<file path="src/logic/pfdec_pkg.sv">
// Constants, types and register map of the persistence feature decoder
package pfdec_pkg;
  localparam int NS_COUNT = 8;
  localparam int NS_BITS = 3;
  // ---------------------------------------------------------------
  // Register byte offsets
  // ---------------------------------------------------------------
  localparam logic [7:0] OFS_CMD = 8'h00;
  localparam logic [7:0] OFS_NSID = 8'h04;
  localparam logic [7:0] OFS_DW10 = 8'h08;
  localparam logic [7:0] OFS_DW11 = 8'h0C;
  localparam logic [7:0] OFS_STATUS = 8'h10;
  localparam logic [7:0] OFS_CPL_DW0 = 8'h14;
  localparam logic [7:0] OFS_RESV_CAP = 8'h18;
  localparam logic [7:0] OFS_PERSIST = 8'h1C;
  localparam logic [7:0] OFS_FMT_SEL = 8'h20;
  localparam logic [7:0] OFS_FMT_INFO = 8'h24;
  localparam logic [7:0] OFS_SEC_STATE = 8'h28;
  // ---------------------------------------------------------------
  // Reset values
  // ---------------------------------------------------------------
  localparam logic [NS_COUNT-1:0] RST_RESV_CAP = 8'h0F;
  localparam logic [NS_COUNT-1:0] RST_PERSIST = 8'h00;
  // ---------------------------------------------------------------
  // Command fields
  // ---------------------------------------------------------------
  localparam logic [7:0] FID_RESV_PERSIST = 8'h83;
  localparam logic [31:0] NSID_BROADCAST = 32'hFFFFFFFF;
  localparam int FID_LSB = 0;
  localparam int SAVE_BIT = 31;
  localparam int PERSIST_BIT = 0;
  localparam int PERSIST_UPD_MASK_LSB = 8;
  localparam int FMT_LSB = 0;
  localparam int FMT_W = 12;
  localparam int PROT_TYPE_LSB = 5;
  localparam int PROT_FIRST_BIT = 8;
  localparam int ERASE_SEL_LSB = 9;
  localparam logic [2:0] ERASE_NONE = 3'h0;
  localparam logic [2:0] ERASE_USER = 3'h1;
  localparam logic [2:0] ERASE_CRYPTO = 3'h2;
  localparam logic [2:0] PROT_OFF = 3'h0;
  localparam logic [2:0] PROT_TYPE3 = 3'h3;
  // ---------------------------------------------------------------
  // Completion status
  // ---------------------------------------------------------------
  localparam logic [2:0] SCT_GENERIC = 3'h0;
  localparam logic [2:0] SCT_CMD_SPEC = 3'h1;
  localparam logic [7:0] SC_SUCCESS = 8'h00;
  localparam logic [7:0] SC_INVALID_FIELD = 8'h02;
  localparam logic [7:0] SC_SEC_STATE = 8'h0C;
  localparam logic [7:0] SC_NOT_SAVEABLE = 8'h0D;
  localparam logic [7:0] SC_NOT_CHANGEABLE = 8'h0E;
  localparam logic [7:0] SC_NOT_NS_SPECIFIC = 8'h0F;

  typedef enum logic [1:0] {
    PFD_CMD_NONE = 2'b00,
    PFD_CMD_SET = 2'b01,
    PFD_CMD_GET = 2'b10,
    PFD_CMD_FORMAT = 2'b11
  } pfdec_cmd_t;

  typedef enum logic [0:0] {
    PFD_IDLE = 1'b0,
    PFD_EXEC = 1'b1
  } pfdec_st_t;

  typedef struct packed {
    pfdec_st_t st;
    logic dwr;
    logic [7:0] daddr;
    logic [31:0] rdata;
    pfdec_cmd_t cmd;
    logic [31:0] nsid;
    logic [31:0] dw10;
    logic [31:0] dw11;
    logic done;
    logic [2:0] sct;
    logic [7:0] sc;
    logic [31:0] dw0;
    logic [NS_COUNT-1:0] cap;
    logic [NS_COUNT-1:0] persist;
    logic [NS_BITS-1:0] fmt_sel;
    logic [NS_COUNT-1:0][FMT_W-1:0] fmt;
    logic sec_bad;
    logic pl_s1;
    logic pl_s2;
    logic pl_d;
    logic cq_post;
    logic fmt_start;
    logic [NS_COUNT-1:0] fmt_mask;
    logic [2:0] erase_sel;
    logic [2:0] pi_type;
    logic pi_first;
    logic key_delete;
    logic [NS_COUNT-1:0] release_mask;
  } pfdec_state_t;
endpackage

</file>
<file path="src/logic/pfdec_core.sv">
// Persistence feature and format command decoder with AHB-Lite registers
//
// Functional notes
// RQ1 - Feature 83h, attributes in dword 11
// RQ2 - Per-namespace persistence, set by two paths
// RQ3 - Broadcast set updates all reservation namespaces
// RQ4 - Single-namespace set updates only that one
// RQ5 - Get returns that namespace's persistence state
// RQ6 - Unsupported namespace aborts with invalid field
// RQ7 - Get success puts attribute in dword 0
// RQ8 - Bit 0 one keeps reservations over power loss
// RQ9 - Bit 0 zero releases reservations on loss
// RQ10 - Post completion after attribute update
// RQ11 - Status 0Dh when feature not saveable
// RQ12 - Status 0Eh when feature not changeable
// RQ13 - Status 0Fh when feature not namespace specific
// RQ14 - Format uses only dword 10 low bits
// RQ15 - Broadcast format covers every namespace
// RQ16 - Format fails in invalid security state
// RQ17 - Applied format reported per namespace
// RQ18 - Secure erase covers all user data
// RQ19 - Crypto erase deletes the content key
// RQ20 - Erase select codes none, user, crypto
// RQ21 - Placement bit puts protection first or last
// RQ22 - Protection type codes disabled and types 1-3
// RQ23 - Reserved format codes abort invalid field
// RQ24 - Reserved attribute bits ignored, read zero
//
// The register offsets and the AHB-Lite slave port are this design's own decisions.
`timescale 1ns/1ps
module pfdec_core
  import pfdec_pkg::*;
(
  // Clock and reset
  input wire logic hclk,
  input wire logic hresetn,
  // AHB-Lite slave
  input wire logic hsel,
  input wire logic [31:0] haddr,
  input wire logic [1:0] htrans,
  input wire logic hwrite,
  input wire logic [2:0] hsize,
  input wire logic [31:0] hwdata,
  input wire logic hready,
  output logic hreadyout,
  output logic hresp,
  output logic [31:0] hrdata,
  // Power loss pin
  input wire logic power_loss,
  // Completion queue posting
  output logic cq_post,
  output logic [31:0] cq_dw0,
  output logic [10:0] cq_status,
  // Format and erase requests to the media engine
  output logic fmt_start,
  output logic [NS_COUNT-1:0] fmt_ns_mask,
  output logic [2:0] erase_sel,
  output logic [2:0] pi_type,
  output logic pi_first,
  output logic key_delete,
  // Reservation release on power loss
  output logic [NS_COUNT-1:0] resv_release
);
  // ---------------------------------------------------------------
  // Decoding helpers
  // ---------------------------------------------------------------
  function automatic logic ns_ok(input logic [31:0] id);
    ns_ok = (id != 32'h0) && (id <= 32'(NS_COUNT));
  endfunction

  function automatic logic [NS_BITS-1:0] ns_idx(input logic [31:0] id);
    logic [31:0] t;
    t = id - 32'h1;
    ns_idx = t[NS_BITS-1:0];
  endfunction

  pfdec_state_t q;
  pfdec_state_t n;

  function automatic logic [31:0] reg_read(input logic [7:0] a,
                                           input pfdec_state_t s);
    reg_read = 32'h0;
    unique case (a)
      OFS_CMD: reg_read = {30'h0, s.cmd};
      OFS_NSID: reg_read = s.nsid;
      OFS_DW10: reg_read = s.dw10;
      OFS_DW11: reg_read = s.dw11;
      OFS_STATUS: reg_read = {16'h0, s.sc, 3'h0, s.sct, s.st == PFD_EXEC,
                              s.done};
      OFS_CPL_DW0: reg_read = s.dw0;
      OFS_RESV_CAP: reg_read = {24'h0, s.cap};
      OFS_PERSIST: reg_read = {24'h0, s.persist};
      OFS_FMT_SEL: reg_read = {29'h0, s.fmt_sel};
      OFS_FMT_INFO: reg_read = {20'h0, s.fmt[s.fmt_sel]};
      OFS_SEC_STATE: reg_read = {31'h0, s.sec_bad};
      default: reg_read = 32'h0;
    endcase
  endfunction

  // ---------------------------------------------------------------
  // Next-state logic
  // ---------------------------------------------------------------
  always_comb begin
    logic bcast;
    logic nok;
    logic hit;
    logic [NS_BITS-1:0] idx;
    logic [7:0] fid;
    logic [2:0] esel;
    logic [2:0] ptype;
    logic [NS_COUNT-1:0] mask;
    logic [NS_COUNT-1:0] upd;
    bcast = q.nsid == NSID_BROADCAST;
    nok = ns_ok(q.nsid);
    idx = ns_idx(q.nsid);
    hit = nok && q.cap[idx];
    fid = q.dw10[FID_LSB +: 8];
    esel = q.dw10[ERASE_SEL_LSB +: 3];
    ptype = q.dw10[PROT_TYPE_LSB +: 3];
    mask = '0;
    upd = '0;
    n = q;
    n.cq_post = 1'b0;
    n.fmt_start = 1'b0;
    n.key_delete = 1'b0;
    n.release_mask = '0;
    // Power loss pin synchroniser and edge
    n.pl_s1 = power_loss;
    n.pl_s2 = q.pl_s1;
    n.pl_d = q.pl_s2;
    if (q.pl_s2 && !q.pl_d) begin
      n.release_mask = q.cap & ~q.persist; // RQ9 RQ8
    end
    // Address phase: latch target, prepare read data
    n.dwr = hsel && hready && htrans[1] && hwrite;
    n.daddr = haddr[7:0];
    if (hsel && hready && htrans[1] && !hwrite) begin
      n.rdata = (haddr[31:8] == 24'h0) ? reg_read(haddr[7:0], q) : 32'h0;
    end
    // Data phase: register writes
    if (q.dwr) begin
      unique case (q.daddr)
        OFS_CMD: begin
          if (q.st == PFD_IDLE) begin
            n.cmd = pfdec_cmd_t'(hwdata[1:0]);
            n.st = PFD_EXEC;
            n.done = 1'b0;
          end
        end
        OFS_NSID: n.nsid = hwdata;
        OFS_DW10: n.dw10 = hwdata;
        OFS_DW11: n.dw11 = hwdata;
        OFS_RESV_CAP: n.cap = hwdata[NS_COUNT-1:0];
        OFS_PERSIST: begin
          upd = hwdata[PERSIST_UPD_MASK_LSB +: NS_COUNT] & q.cap;
          n.persist = (q.persist & ~upd) |
                      (upd & {NS_COUNT{hwdata[PERSIST_BIT]}}); // RQ2
        end
        OFS_FMT_SEL: n.fmt_sel = hwdata[NS_BITS-1:0];
        OFS_SEC_STATE: n.sec_bad = hwdata[0];
        default: ;
      endcase
    end
    // Command execution, one cycle
    if (q.st == PFD_EXEC) begin
      n.sct = SCT_GENERIC;
      n.sc = SC_SUCCESS;
      n.dw0 = 32'h0;
      unique case (q.cmd)
        PFD_CMD_SET: begin
          if (fid != FID_RESV_PERSIST) begin
            n.sct = SCT_CMD_SPEC;
            if (nok) begin
              n.sc = SC_NOT_NS_SPECIFIC; // RQ13
            end else begin
              n.sc = SC_NOT_CHANGEABLE; // RQ12
            end
          end else if (q.dw10[SAVE_BIT]) begin
            n.sct = SCT_CMD_SPEC;
            n.sc = SC_NOT_SAVEABLE; // RQ11
          end else if (bcast) begin
            n.persist = (q.persist & ~q.cap) |
                        (q.cap & {NS_COUNT{q.dw11[PERSIST_BIT]}}); // RQ3 RQ1
          end else if (hit) begin
            n.persist[idx] = q.dw11[PERSIST_BIT]; // RQ4 RQ24
          end else begin
            n.sc = SC_INVALID_FIELD; // RQ6
          end
        end
        PFD_CMD_GET: begin
          if (fid == FID_RESV_PERSIST && !bcast && hit) begin
            n.dw0 = {31'h0, q.persist[idx]}; // RQ5 RQ7 RQ24
          end else begin
            n.sc = SC_INVALID_FIELD; // RQ6
          end
        end
        PFD_CMD_FORMAT: begin
          // Only dword 10 bits 11:0 are decoded
          if (bcast) begin
            mask = '1; // RQ15
          end else if (nok) begin
            mask[idx] = 1'b1; // RQ14
          end
          if (q.sec_bad) begin
            n.sc = SC_SEC_STATE; // RQ16
          end else if (mask == '0) begin
            n.sc = SC_INVALID_FIELD;
          end else if (esel > ERASE_CRYPTO || ptype > PROT_TYPE3) begin
            n.sc = SC_INVALID_FIELD; // RQ23 RQ20 RQ22
          end else begin
            for (int i = 0; i < NS_COUNT; i++) begin
              if (mask[i]) begin
                n.fmt[i] = q.dw10[FMT_LSB +: FMT_W]; // RQ17
              end
            end
            // Erase applies to all media of each namespace in the mask
            n.fmt_start = 1'b1; // RQ18
            n.fmt_mask = mask;
            n.erase_sel = esel; // RQ20
            n.pi_type = ptype; // RQ22
            n.pi_first = (ptype != PROT_OFF) && q.dw10[PROT_FIRST_BIT]; // RQ21
            n.key_delete = esel == ERASE_CRYPTO; // RQ19
          end
        end
        default: begin
          n.sc = SC_INVALID_FIELD;
        end
      endcase
      n.cq_post = 1'b1; // RQ10
      n.done = 1'b1;
      n.st = PFD_IDLE;
    end
  end

  // ---------------------------------------------------------------
  // State register
  // ---------------------------------------------------------------
  always_ff @(posedge hclk or negedge hresetn) begin
    if (!hresetn) begin
      q <= '0;
      q.cap <= RST_RESV_CAP;
      q.persist <= RST_PERSIST;
    end else begin
      q <= n;
    end
  end

  assign hreadyout = 1'b1;
  assign hresp = 1'b0;
  assign hrdata = q.rdata;
  assign cq_post = q.cq_post;
  assign cq_dw0 = q.dw0;
  assign cq_status = {q.sct, q.sc};
  assign fmt_start = q.fmt_start;
  assign fmt_ns_mask = q.fmt_mask;
  assign erase_sel = q.erase_sel;
  assign pi_type = q.pi_type;
  assign pi_first = q.pi_first;
  assign key_delete = q.key_delete;
  assign resv_release = q.release_mask;
endmodule // pfdec_core

</file>
<file path="config.mk">
export PLATFORM = sky130hd
export DESIGN_NAME = pfdec_core
export DESIGN_NICKNAME = d
export VERILOG_FILES = /design/src/logic/pfdec_pkg.sv /design/src/logic/pfdec_core.sv
export SDC_FILE = /design/constraint.sdc
export NUM_CORES = 1
export LEC_CHECK = 0
export ABC_AREA = 0
export BUFFER_PORTS_ARGS = -buffer_cell sky130_fd_sc_hd__buf_2
export CORE_ASPECT_RATIO = 1.25
export CORE_MARGIN = 3
export CORE_UTILIZATION = 25
export DETAILED_ROUTE_END_ITERATION = 8
export GPL_TIMING_DRIVEN = 0
export PLACE_DENSITY = 0.48
export SKIP_CTS_REPAIR_TIMING = 1
export SYNTH_ARGS = -nofsm -noshare
export SYNTH_HDL_FRONTEND = slang
export SYNTH_SLANG_ARGS = --single-unit
</file>
<file path="constraint.sdc">
create_clock -name hclk -period 3.9 [get_ports hclk]
set_input_delay 0.195 -clock hclk [delete_from_list [all_inputs] [get_ports hclk]]
set_output_delay 0.195 -clock hclk [all_outputs]
set_load 0.005 [all_outputs]
</file>
==> impl_metrics.prom, run 1 <==
# TYPE chip_impl_metric gauge
chip_impl_metric{name="drt_wl_total",unit="µm"} 44070
chip_impl_metric{name="post_synth.cell_area_avg",unit="µm²"} 12.33
chip_impl_metric{name="placeableCoreArea",unit="µm²"} 56310
chip_impl_metric{name="route.antenna.remaining_nets",unit=""} 0
chip_impl_info{name="worst_path_dominant_cell_family",value="buffers and inverters"} 1
chip_impl_metric{name="layout.core_utilization",unit="%"} 31.23
chip_impl_metric{name="fmax",unit="MHz"} 283.1
chip_impl_metric{name="grt_pass1_vias",unit=""} 10410
chip_impl_metric{name="grt_pass1_wl",unit="µm"} 66430
chip_impl_metric{name="seq_area_frac_synth",unit="%"} 51.01
chip_impl_metric{name="slew_violations",unit=""} 0
chip_impl_metric{name="ios",unit=""} 178
chip_impl_metric{name="synth_largest_type_area_fraction",unit="%"} 50.28
chip_impl_info{name="timing.critical_path.cells",value="clkinv_1, ha_1, xor2_2, nand3_1, or3_1, buf_2, o21ai_2, buf_2, mux2_2"} 1
chip_impl_metric{name="tritoncts_num_sinks",unit=""} 291
chip_impl_metric{name="buffers_added_on_ports",unit=""} 134
chip_impl_metric{name="fin_tns_setup",unit="ns"} 0
chip_impl_info{name="worst_setup_path_start_kind",value="flip-flop"} 1
chip_impl_metric{name="firstDrtPassIters",unit=""} 7
chip_impl_metric{name="cts-buffers-inserted",unit=""} 34
chip_impl_metric{name="synth_warnings",unit=""} 0
chip_impl_info{name="library_cell_occupying_the_most_area_in_the_post_synthesis_netlist",value="dfrtp_1"} 1
chip_impl_metric{name="place_hpwl",unit="µm"} 32100
chip_impl_metric{name="vdd.ir_drop.worst",unit="µV"} 229.5
chip_impl_info{name="post_synth_main_area_contributors",value="dfrtp_1 (50%), mux2_2 (16%), buf_4 (5.4%)"} 1
chip_impl_metric{name="worst-slew-pin-transition",unit="ns"} 1.056
chip_impl_metric{name="netlist_area",unit="µm²"} 14280
chip_impl_metric{name="num-nets-final",unit=""} 1483
chip_impl_metric{name="global_route.overflow_total",unit=""} 0
chip_impl_info{name="cts_tree",value="done"} 1
chip_impl_metric{name="chipWidth",unit="µm"} 219.8
chip_impl_metric{name="grt_max_degree",unit=""} 121
chip_impl_metric{name="holdWs",unit="ns"} 0.01982
chip_impl_metric{name="crit_arrival",unit="ns"} 3.94
chip_impl_metric{name="fin_total_pwr",unit="W"} 0.006680
chip_impl_info{name="timing.setup.critical_path_class",value="flip-flop to flip-flop"} 1
chip_impl_metric{name="ant_diodes",unit=""} 0
chip_impl_info{name="crit_top_cell",value="buf_2"} 1
chip_impl_metric{name="seqCellArea",unit="µm²"} 7287
chip_impl_metric{name="post-route-period-util",unit="%"} 90.58
chip_impl_metric{name="ctsHtreeMaxLevel",unit=""} 2
chip_impl_metric{name="timing.critical_path.fanout_max",unit=""} 10
chip_impl_metric{name="routability_cong",unit=""} 0.8754
chip_impl_metric{name="asyncSetResetFlopFracSynth",unit="%"} 100.0
chip_impl_metric{name="floorplan.rows",unit=""} 97
chip_impl_metric{name="place_area",unit="µm²"} 16100
chip_impl_metric{name="track_usage",unit="%"} 14.65
chip_impl_metric{name="clock_skew",unit="ns"} 0.01684
chip_impl_metric{name="p_leak",unit="nW"} 8.355
chip_impl_metric{name="number_of_instances_in_the_synthesized_netlist",unit=""} 1159
chip_impl_metric{name="critical-path-max-stage-delay",unit="ns"} 0.53
chip_impl_metric{name="synth_enable_flop_cells",unit=""} 0
chip_impl_info{name="unrepaired_setup_endpoints_after_global_routing",value="no"} 1
chip_impl_metric{name="detail_route.drc_violations",unit=""} 0
chip_impl_metric{name="start_util",unit="%"} 25.37
chip_impl_metric{name="final_count_of_negative_setup_slack_endpoints",unit=""} 0
chip_impl_info{name="clockRootBuffer",value="clkbuf_16"} 1
chip_impl_metric{name="synth_cell_types",unit=""} 71
chip_impl_metric{name="clk_pin_slew_worst_paths",unit="ns"} 0.06
chip_impl_metric{name="worst_skew_late_latency",unit="ns"} 0.54
chip_impl_metric{name="number_of_stages_on_the_worst_hold_path",unit=""} 2
chip_impl_metric{name="rr_worst_depth",unit=""} 9
chip_impl_metric{name="grt_antenna_before_repair",unit=""} 1
chip_impl_metric{name="wl_per_cell",unit="µm"} 20.30
chip_impl_metric{name="timing.slew.headroom",unit="%"} 28.92
chip_impl_metric{name="area.growth.synth_to_final",unit="%"} 23.12
chip_impl_metric{name="vias_per_cell",unit=""} 4.622
chip_impl_info{name="status",value="finished, final reports clean"} 1
chip_impl_metric{name="power.density",unit="nW/µm²"} 379.8
chip_impl_metric{name="multi_input_comb_area",unit="µm²"} 5966
chip_impl_metric{name="synth-seq-cells",unit=""} 291
chip_impl_metric{name="timing.max_cap.violations",unit=""} 0
chip_impl_metric{name="fillCellCount",unit=""} 5767
chip_impl_info{name="synthFlopType",value="dfrtp_1"} 1
chip_impl_metric{name="die_h",unit="µm"} 273.3
chip_impl_metric{name="drt_first_iter_violations",unit=""} 655
chip_impl_metric{name="report.final.hold_viol_count",unit=""} 0
chip_impl_metric{name="period_needed",unit="ns"} 3.533
chip_impl_metric{name="cts.path.max_buffers",unit=""} 3
chip_impl_metric{name="dieArea",unit="µm²"} 60060
chip_impl_metric{name="crit_required",unit="ns"} 4.31
chip_impl_info{name="critPathCaptureType",value="flip-flop"} 1
chip_impl_info{name="worst_path_max_delay_cell",value="dfrtp_1"} 1
chip_impl_metric{name="num_vias",unit=""} 10030
chip_impl_metric{name="fraction_of_final_layout_cells_sized_beyond_drive_strength_1",unit="%"} 40.73
chip_impl_metric{name="cp_num_cells",unit=""} 9
chip_impl_metric{name="layout.cell_area.non_filler",unit="µm²"} 17590
chip_impl_metric{name="cp_num_buf_inv",unit=""} 3
chip_impl_info{name="worstHoldPathType",value="primary input to flip-flop"} 1
-- layout by cell type, fill, tap and decap left out, types with 11 or more instances in the layout --
cell	instances
nand4_1	20
clkbuf_16	35
mux4_2	30
nor4_1	23
conb_1	39
dfrtp_1	287
buf_2	154
buf_4	103
and2_1	14
inv_1	24
nand2_1	55
o21ai_0	44
mux2i_1	43
nor2_1	46
a21oi_1	31
clkbuf_1	40
dlygate4sd3_1	36
mux2_2	209
nand3_1	11
-- path summary, 6_finish.rpt --
path                                          from                          to  slack, ns
max in group asynchronous                  hresetn             n[27]$_DFF_PN0_       2.68
worst max-delay path            q[253]$_DFFE_PN0P_          q[105]$_DFFE_PN0P_       0.37
min in group asynchronous                  hresetn  fmt_ns_mask[6]$_DFFE_PN0P_       0.20
worst max register to register  q[253]$_DFFE_PN0P_          q[105]$_DFFE_PN0P_       0.37
worst min-delay path                     hwdata[4]          q[257]$_DFFE_PN0P_       0.02
worst min register to register     n[27]$_DFF_PN0_             n[26]$_DFF_PN0_       0.36
-- registers in the layout, summed over array words and instances, names as in the netlist, named ones only --
name / flops
cq_dw0: 1
pi_type: 3
erase_sel: 3
key_delete: 1
pi_first: 1
cq_status: 4
n: 2
fmt_start: 1
resv_release: 8
cq_post: 1
hrdata: 32
q: 218
fmt_ns_mask: 8
-- worst reg2reg max path, stage by stage, from the launching register on --
cell,delay (ns)
dfrtp_1,0.53
clkinv_1,0.38
ha_1,0.38
xor2_2,0.27
nand3_1,0.17
or3_1,0.36
buf_2,0.19
o21ai_2,0.34
buf_2,0.41
mux2_2,0.38
-- cell usage after synthesis, types with 5 or more instances --
cell type / n
o311a_1: 9
nor4_1: 24
nand2_1: 55
nand4_1: 20
mux2i_1: 43
mux2_2: 209
buf_2: 21
inv_1: 24
dfrtp_1: 287
a211oi_1: 9
a21oi_1: 31
mux4_2: 30
o211ai_1: 5
a221oi_1: 5
or3_1: 6
buf_4: 102
nor2_1: 46
buf_1: 6
nor3b_1: 9
a31oi_1: 5
o21ai_0: 44
nor2b_1: 9
nand3_1: 11
and2_1: 14
nor3_1: 9
or4_1: 5
clkbuf_1: 38
and3_1: 5
-- metal layers --
| metal | up-vias | wire, µm | global-route usage (%) |
|---|---|---|---|
| li1 | 4568 | - | - |
| met3 | 67 | 1943 | 2.154 |
| met1 | 5120 | 18400 | 18.21 |
| met2 | 279 | 22180 | 25.92 |
| met5 | - | 0 | 0 |
| met4 | 0 | 1547 | 4.933 |
-- through the flow --
stage | setup WS, ns | instances
finish | 0.3675 | 2171
CTS | 0.3779 | 2135
global route | 0.2155 | 2171
floorplan | 1.212 | 1196
global placement | -2.902 | 2072
detailed placement | 0.4021 | 2075
-- cells by family after synthesis --
kind of cell / count (synthesis) / share of synthesized area (%)
fa+ha+maj: 3 / 0.2628
other cells: 2 / 0.05257
compound gates: 142 / 6.639
xor+xnor: 3 / 0.2365
mux: 283 / 24.30
buf+inv: 197 / 8.242
flops: 291 / 51.01
simple gates: 238 / 9.258
-- report_power, final --
part           internal (W)  total [W]  switching, W
Sequential          0.00304    0.00307     0.0000282
Combinational      0.000153   0.000388      0.000235
Clock               0.00188    0.00322       0.00134
Total               0.00507    0.00668       0.00161
-- layout make-up --
class / count / share of cell area, %
Sequential cell: 291 / 41.43
Multi-Input combinational cell: 708 / 33.92
Timing Repair Buffer: 173 / 6.274
Buffer: 172 / 6.161
Clock buffer: 45 / 5.648
Tap cell: 742 / 5.279
Clock inverter: 15 / 0.7541
Inverter: 25 / 0.5335
Note: power is estimated with default switching activity, not from simulation.
==> run 2, diff against run 1 <==
--- a/config.mk
+++ b/config.mk
@@ -12,7 +12,6 @@
 export CORE_UTILIZATION = 25
 export DETAILED_ROUTE_END_ITERATION = 8
 export GPL_TIMING_DRIVEN = 0
-export PLACE_DENSITY = 0.48
 export SKIP_CTS_REPAIR_TIMING = 1
 export SYNTH_ARGS = -nofsm -noshare
 export SYNTH_HDL_FRONTEND = slang
==> run 2 against run 1 <==
Critical endpoint is now q[93]$_DFFE_PN0P_. Sequential share of layout area down 0.21 points. Final area up 0.51%. First-iteration DRC count up 19%. Clock skew up 0.015 ns. Die area unchanged. Worst hold slack better by 0.086 ns. Register-to-register slack worse by 0.05 ns.
==> impl_metrics.prom, run 2 (synthesized netlist as in run 1, its figures left out) <==
# TYPE chip_impl_metric gauge
chip_impl_info{name="status",value="finished, final reports clean"} 1
chip_impl_info{name="worst_setup_path_start_kind",value="flip-flop"} 1
chip_impl_metric{name="timing.slew.headroom",unit="%"} 10.90
chip_impl_metric{name="vdd.ir_drop.worst",unit="µV"} 261.4
chip_impl_info{name="timing.setup.critical_path_class",value="flip-flop to flip-flop"} 1
chip_impl_metric{name="layout.cell_area.non_filler",unit="µm²"} 17680
chip_impl_metric{name="period_needed",unit="ns"} 3.583
chip_impl_metric{name="wl_per_cell",unit="µm"} 19.63
chip_impl_info{name="clockRootBuffer",value="clkbuf_16"} 1
chip_impl_metric{name="timing.max_cap.violations",unit=""} 0
chip_impl_metric{name="chipWidth",unit="µm"} 219.8
chip_impl_info{name="most-common-layout-cells",value="dfrtp_1 (287), mux2_2 (209), buf_2 (154), buf_4 (102), nand2_1 (55)"} 1
chip_impl_info{name="cts_tree",value="done"} 1
chip_impl_metric{name="slew_violations",unit=""} 0
chip_impl_metric{name="ios",unit=""} 178
chip_impl_metric{name="ctsHtreeMaxLevel",unit=""} 1
chip_impl_metric{name="worst_skew_late_latency",unit="ns"} 0.60
chip_impl_metric{name="grt_pass1_wl",unit="µm"} 63760
chip_impl_metric{name="tritoncts_num_sinks",unit=""} 291
chip_impl_info{name="unrepaired_setup_endpoints_after_global_routing",value="no"} 1
chip_impl_metric{name="place_hpwl",unit="µm"} 31760
chip_impl_metric{name="worst-slew-pin-transition",unit="ns"} 1.324
chip_impl_metric{name="fillCellCount",unit=""} 5788
chip_impl_info{name="mostFrequentLayoutCell",value="dfrtp_1"} 1
chip_impl_metric{name="grt_pass1_vias",unit=""} 10200
chip_impl_metric{name="fin_total_pwr",unit="W"} 0.006804
chip_impl_metric{name="placeableCoreArea",unit="µm²"} 56310
chip_impl_metric{name="clock_skew",unit="ns"} 0.03228
chip_impl_metric{name="clk_pin_slew_worst_paths",unit="ns"} 0.06
chip_impl_metric{name="num-nets-final",unit=""} 1486
chip_impl_metric{name="area.growth.synth_to_final",unit="%"} 23.75
chip_impl_metric{name="holdWs",unit="ns"} 0.1056
chip_impl_metric{name="grt_antenna_before_repair",unit=""} 2
chip_impl_metric{name="cts-buffers-inserted",unit=""} 31
chip_impl_metric{name="layout.core_utilization",unit="%"} 31.39
chip_impl_metric{name="drt_wl_total",unit="µm"} 42700
chip_impl_info{name="critPathCaptureType",value="flip-flop"} 1
chip_impl_metric{name="detail_route.drc_violations",unit=""} 0
chip_impl_metric{name="post-route-period-util",unit="%"} 91.87
chip_impl_metric{name="routability_cong",unit=""} 0.8940
chip_impl_metric{name="timing.critical_path.fanout_max",unit=""} 10
chip_impl_metric{name="cts.path.max_buffers",unit=""} 3
chip_impl_metric{name="num_vias",unit=""} 10070
chip_impl_metric{name="grt_max_degree",unit=""} 124
chip_impl_metric{name="vias_per_cell",unit=""} 4.629
chip_impl_metric{name="track_usage",unit="%"} 13.90
chip_impl_metric{name="crit_arrival",unit="ns"} 4.05
chip_impl_metric{name="power.density",unit="nW/µm²"} 384.9
chip_impl_metric{name="die_h",unit="µm"} 273.3
chip_impl_metric{name="p_leak",unit="nW"} 8.381
chip_impl_metric{name="floorplan.rows",unit=""} 97
chip_impl_metric{name="dieArea",unit="µm²"} 60060
chip_impl_metric{name="buffers_added_on_ports",unit=""} 134
chip_impl_metric{name="route.antenna.remaining_nets",unit=""} 0
chip_impl_metric{name="final_count_of_negative_setup_slack_endpoints",unit=""} 0
chip_impl_metric{name="place_area",unit="µm²"} 16090
chip_impl_metric{name="report.final.hold_viol_count",unit=""} 0
chip_impl_metric{name="fmax",unit="MHz"} 279.1
chip_impl_metric{name="fraction_of_final_layout_cells_sized_beyond_drive_strength_1",unit="%"} 40.27
chip_impl_metric{name="global_route.overflow_total",unit=""} 0
chip_impl_metric{name="crit_required",unit="ns"} 4.36
chip_impl_metric{name="drt_first_iter_violations",unit=""} 778
chip_impl_metric{name="firstDrtPassIters",unit=""} 5
chip_impl_metric{name="start_util",unit="%"} 25.37
chip_impl_info{name="max_flop_register",value="q"} 1
chip_impl_metric{name="number_of_flip_flops_under_the_largest_register_name",unit=""} 218
chip_impl_info{name="worstHoldPathType",value="primary input to async pin"} 1
chip_impl_metric{name="fin_tns_setup",unit="ns"} 0
-- run 2: cell types whose count changed in the layout (fill, tap and decap cells not counted), moves of 2 or more --
cell,previous run,this run
bufinv_16,1,7
clkbuf_16,35,31
clkbuf_8,8,5
clkinv_2,8,6
dlygate4sd3_1,36,43
-- run 2: area by class of cell --
cell class / count / area (µm²) / area share, %
Antenna cell: 1 / 2.502 / 0.01416
Buffer: 172 / 1084 / 6.129
Clock buffer: 39 / 855.8 / 4.841
Clock inverter: 19 / 301.5 / 1.706
Inverter: 25 / 93.84 / 0.5308
Multi-Input combinational cell: 708 / 5959 / 33.71
Sequential cell: 291 / 7287 / 41.22
Tap cell: 742 / 928.4 / 5.252
Timing Repair Buffer: 179 / 1166 / 6.596
-- run 2: through the flow --
step           worst slack, ns  instances
3_5_place_dp            0.4127       2074
4_1_cts                 0.3902       2132
2_1_floorplan            1.212       1196
6_report                0.3169       2176
3_3_place_gp            -2.719       2072
5_1_grt                 0.1743       2176
-- run 2: per-layer routing --
layer | routed length, µm | share of wire (%) | up-vias | track usage, %
met5 | 9 | 0.021 | - | 0
met4 | 1312 | 3.1 | 2 | 4.526
met3 | 2656 | 6.2 | 67 | 2.576
met2 | 21520 | 50 | 307 | 24.53
met1 | 17200 | 40 | 5120 | 17.06
li1 | - | - | 4576 | -
-- run 2: where the power goes --
group	switching, W	internal (W)
logic	0.000235	0.000157
registers	0.0000272	0.00304
clock network	0.00131	0.00203
total	0.00158	0.00523
-- run 2: worst max-delay path, cell delays in order, from the launching register on --
cell and delay, ns:
dfrtp_1 0.54, clkinv_1 0.38, ha_1 0.38, xor2_2 0.29
nand3_1 0.19, nor3_1 0.61, a31oi_1 0.42, buf_2 0.34
mux2_2 0.31
-- run 2: worst paths after layout --
check / start / end / slack [ns] / depth (start not counted)
min in group hclk: hwdata[0] / flip-flop / 0.15 / 4
setup / recovery: q[253]$_DFFE_PN0P_ / q[93]$_DFFE_PN0P_ / 0.32 / 8
setup reg to reg: q[253]$_DFFE_PN0P_ / q[93]$_DFFE_PN0P_ / 0.32 / 8
hold / removal: hresetn / fmt_ns_mask[6]$_DFFE_PN0P_ / 0.11 / 2
hold reg to reg: n[27]$_DFF_PN0_ / n[26]$_DFF_PN0_ / 0.36 / 0
max in group asynchronous: hresetn / n[27]$_DFF_PN0_ / 2.32 / 4
==> run 3, diff against run 2 <==
--- a/config.mk
+++ b/config.mk
@@ -12,7 +12,9 @@
 export CORE_UTILIZATION = 25
 export DETAILED_ROUTE_END_ITERATION = 8
 export GPL_TIMING_DRIVEN = 0
+export REMOVE_ABC_BUFFERS = 1
 export SKIP_CTS_REPAIR_TIMING = 1
 export SYNTH_ARGS = -nofsm -noshare
 export SYNTH_HDL_FRONTEND = slang
 export SYNTH_SLANG_ARGS = --single-unit
+export TNS_END_PERCENT = 20
==> run 3 against run 2 <==
Clock power shrank 2%. Cell count shrank 7.4%. Highest routed layer unchanged. Clock skew shrank 0.021 ns. Largest cell class unchanged. First-iteration DRC count shrank 32%. Utilization shrank 1.5 points. Fmax shrank 4.4%.
==> impl_metrics.prom, run 3 (synthesized netlist as in run 1, its figures left out) <==
# TYPE chip_impl_metric gauge
chip_impl_metric{name="post_layout_worst_setup_margin",unit="ns"} 0.1532
chip_impl_metric{name="worst-slew-pin-transition",unit="ns"} 1.069
chip_impl_metric{name="switchingPower",unit="W"} 0.001538
chip_impl_metric{name="ctsHtreeMaxLevel",unit=""} 2
chip_impl_metric{name="die_h",unit="µm"} 273.3
chip_impl_metric{name="detail_route.drc_violations",unit=""} 0
chip_impl_metric{name="worst_skew_late_latency",unit="ns"} 0.54
chip_impl_info{name="r2r-end",value="q[119]$_DFFE_PN0P_"} 1
chip_impl_metric{name="floorplan.rows",unit=""} 97
chip_impl_metric{name="reg2reg_setup_slack",unit="ns"} 0.15
chip_impl_metric{name="clock_skew",unit="ns"} 0.01175
chip_impl_metric{name="cp_num_cells",unit=""} 8
chip_impl_info{name="crit_path_start",value="q[253]$_DFFE_PN0P_"} 1
chip_impl_metric{name="cts-buffers-inserted",unit=""} 34
chip_impl_info{name="worst_setup_path_start_kind",value="flip-flop"} 1
chip_impl_metric{name="global_route.overflow_total",unit=""} 0
chip_impl_metric{name="fin_tns_setup",unit="ns"} 0
chip_impl_metric{name="area.growth.synth_to_final",unit="%"} 17.70
chip_impl_metric{name="number_of_stages_on_the_worst_hold_path",unit=""} 2
chip_impl_metric{name="fmax",unit="MHz"} 266.9
chip_impl_info{name="crit-reg2reg-launch",value="q[253]$_DFFE_PN0P_"} 1
chip_impl_info{name="timing.critical_path.cells",value="clkinv_1, ha_1, xor2_2, nand3_1, nor3_1, a31oi_2, buf_6, mux2_2"} 1
chip_impl_metric{name="critical-path-max-stage-delay",unit="ns"} 0.73
chip_impl_metric{name="grt_pass1_vias",unit=""} 9560
chip_impl_metric{name="grt_antenna_before_repair",unit=""} 1
chip_impl_metric{name="cp_num_buf_inv",unit=""} 2
chip_impl_metric{name="vias_per_cell",unit=""} 4.703
chip_impl_metric{name="track_usage",unit="%"} 13.76
chip_impl_info{name="most-common-layout-cells",value="dfrtp_1 (285), mux2_2 (209), buf_2 (133), nand2_1 (55)"} 1
chip_impl_metric{name="timing.critical_path.fanout_max",unit=""} 10
chip_impl_info{name="unrepaired_setup_endpoints_after_global_routing",value="no"} 1
chip_impl_metric{name="stdcell_count",unit=""} 2015
chip_impl_metric{name="fraction_of_final_layout_cells_sized_beyond_drive_strength_1",unit="%"} 37.11
chip_impl_metric{name="crit_arrival",unit="ns"} 4.17
chip_impl_metric{name="rr_worst_depth",unit=""} 8
chip_impl_metric{name="wl_per_cell",unit="µm"} 20.53
chip_impl_metric{name="start_util",unit="%"} 25.37
chip_impl_metric{name="placeableCoreArea",unit="µm²"} 56310
chip_impl_metric{name="chipWidth",unit="µm"} 219.8
chip_impl_metric{name="firstDrtPassIters",unit=""} 5
chip_impl_metric{name="grt_max_degree",unit=""} 123
chip_impl_metric{name="buffers_added_on_ports",unit=""} 134
chip_impl_info{name="worst_path_dominant_cell_family",value="simple AND/OR/NAND/NOR gates"} 1
chip_impl_info{name="status",value="finished, final reports clean"} 1
chip_impl_metric{name="crit_required",unit="ns"} 4.32
chip_impl_info{name="clockRootBuffer",value="clkbuf_16"} 1
chip_impl_metric{name="drt_first_iter_violations",unit=""} 532
chip_impl_info{name="timing.setup.critical_path_class",value="flip-flop to flip-flop"} 1
chip_impl_metric{name="final_count_of_negative_setup_slack_endpoints",unit=""} 0
chip_impl_metric{name="report.final.hold_viol_count",unit=""} 0
chip_impl_metric{name="post-route-period-util",unit="%"} 96.07
chip_impl_metric{name="dieArea",unit="µm²"} 60060
chip_impl_metric{name="layout.cell_area.non_filler",unit="µm²"} 16810
chip_impl_metric{name="num-nets-final",unit=""} 1326
chip_impl_metric{name="pre_cts_slack",unit="ns"} 0.03014
chip_impl_metric{name="clkPwrFrac",unit="%"} 48.9
chip_impl_metric{name="timing.slew.headroom",unit="%"} 28.05
chip_impl_info{name="mostFrequentLayoutCell",value="dfrtp_1"} 1
chip_impl_info{name="worstHoldPathType",value="primary input to flip-flop"} 1
chip_impl_info{name="endpoint_of_the_most_critical_setup_path",value="q[119]$_DFFE_PN0P_"} 1
chip_impl_metric{name="tritoncts_num_sinks",unit=""} 291
chip_impl_metric{name="vdd.ir_drop.worst",unit="µV"} 336.5
chip_impl_metric{name="drt_wl_total",unit="µm"} 41370
chip_impl_metric{name="comb_power_share",unit="%"} 4.8
chip_impl_info{name="cts_tree",value="done"} 1
chip_impl_metric{name="clk_pin_slew_worst_paths",unit="ns"} 0.06
chip_impl_metric{name="num_vias",unit=""} 9476
chip_impl_metric{name="internal_power",unit="W"} 0.005139
chip_impl_metric{name="period_needed",unit="ns"} 3.747
chip_impl_metric{name="p_leak",unit="nW"} 7.741
chip_impl_metric{name="ios",unit=""} 178
chip_impl_metric{name="number_of_flip_flops_under_the_largest_register_name",unit=""} 218
chip_impl_metric{name="seq_power_share",unit="%"} 46.3
chip_impl_metric{name="grt_pass1_wl",unit="µm"} 62610
chip_impl_metric{name="place_area",unit="µm²"} 15250
chip_impl_metric{name="place.detailed.instances",unit=""} 1914
chip_impl_metric{name="holdWs",unit="ns"} 0.05199
chip_impl_metric{name="cts.path.max_buffers",unit=""} 3
chip_impl_metric{name="timing.max_cap.violations",unit=""} 0
chip_impl_metric{name="place_hpwl",unit="µm"} 29650
chip_impl_metric{name="p_sw_share",unit="%"} 23.03
chip_impl_metric{name="slew_violations",unit=""} 0
chip_impl_info{name="max_flop_register",value="q"} 1
chip_impl_metric{name="route.antenna.remaining_nets",unit=""} 0
chip_impl_info{name="critPathCaptureType",value="flip-flop"} 1
chip_impl_metric{name="routability_cong",unit=""} 0.8814
chip_impl_metric{name="power.density",unit="nW/µm²"} 397.1
chip_impl_info{name="worst_path_max_delay_cell",value="nor3_1"} 1
run 3: cell count changes in the layout (fill, tap and decap cells not counted), moves of 3 or more:
cell           previous run  this run
dlygate4sd3_1            43        40
a31oi_2                   0         4
buf_8                     1         6
buf_4                   102         2
bufinv_16                 7         2
clkbuf_16                31        37
a31oi_1                   5         1
buf_1                     6         0
buf_2                   154       133
clkbuf_1                 41         6
run 3: how the worst min path moves through the flow:
stage,start,to,slack [ns]
finish,hwdata[10],q[263]$_DFFE_PN0P_,0.05
global route,hwdata[10],q[199]$_DFFE_PN0P_,0.03
floorplan,hresetn,async pin,-0.10
CTS,hresetn,fmt_start$_DFF_PN0_,-0.45
detailed placement,hresetn,fmt_start$_DFF_PN0_,0.14
global placement,power_loss,n[27]$_DFF_PN0_,0.31
run 3: routing by layer:
metal / global-route usage, % / wire (µm)
met2: 23.28 / 20690
met4: 4.238 / 980
met5: 0 / 13
met3: 2.365 / 1757
met1: 17.95 / 17930
run 3: power groups by stage:
stage          registers (W)  clock network [W]  logic (W)
6_report             0.00309            0.00326   0.000323
5_1_grt              0.00309            0.00348   0.000359
4_1_cts              0.00309            0.00337   0.000293
3_5_place_dp         0.00315                  0   0.000292
3_3_place_gp         0.00315                  0   0.000275
2_1_floorplan        0.00312                  0   0.000108
run 3: stage by stage:
stage	utilization, %	power [W]
3_3_place_gp	26.53	0.003421
3_5_place_dp	27.08	0.003438
5_1_grt	29.85	0.006937
4_1_cts	29.10	0.006755
6_report	29.86	0.006677
2_1_floorplan	-	0.003233
run 3: layout make-up:
class / count / area [µm²]
fill: 5758 / 39500
sequential: 291 / 7289
multi-input combinational: 708 / 6041
timing repair buffer: 188 / 1316
clock buffer: 49 / 1031
tap: 742 / 928.4
clock inverter: 11 / 111.4
inverter: 25 / 93.84
antenna: 1 / 2.502
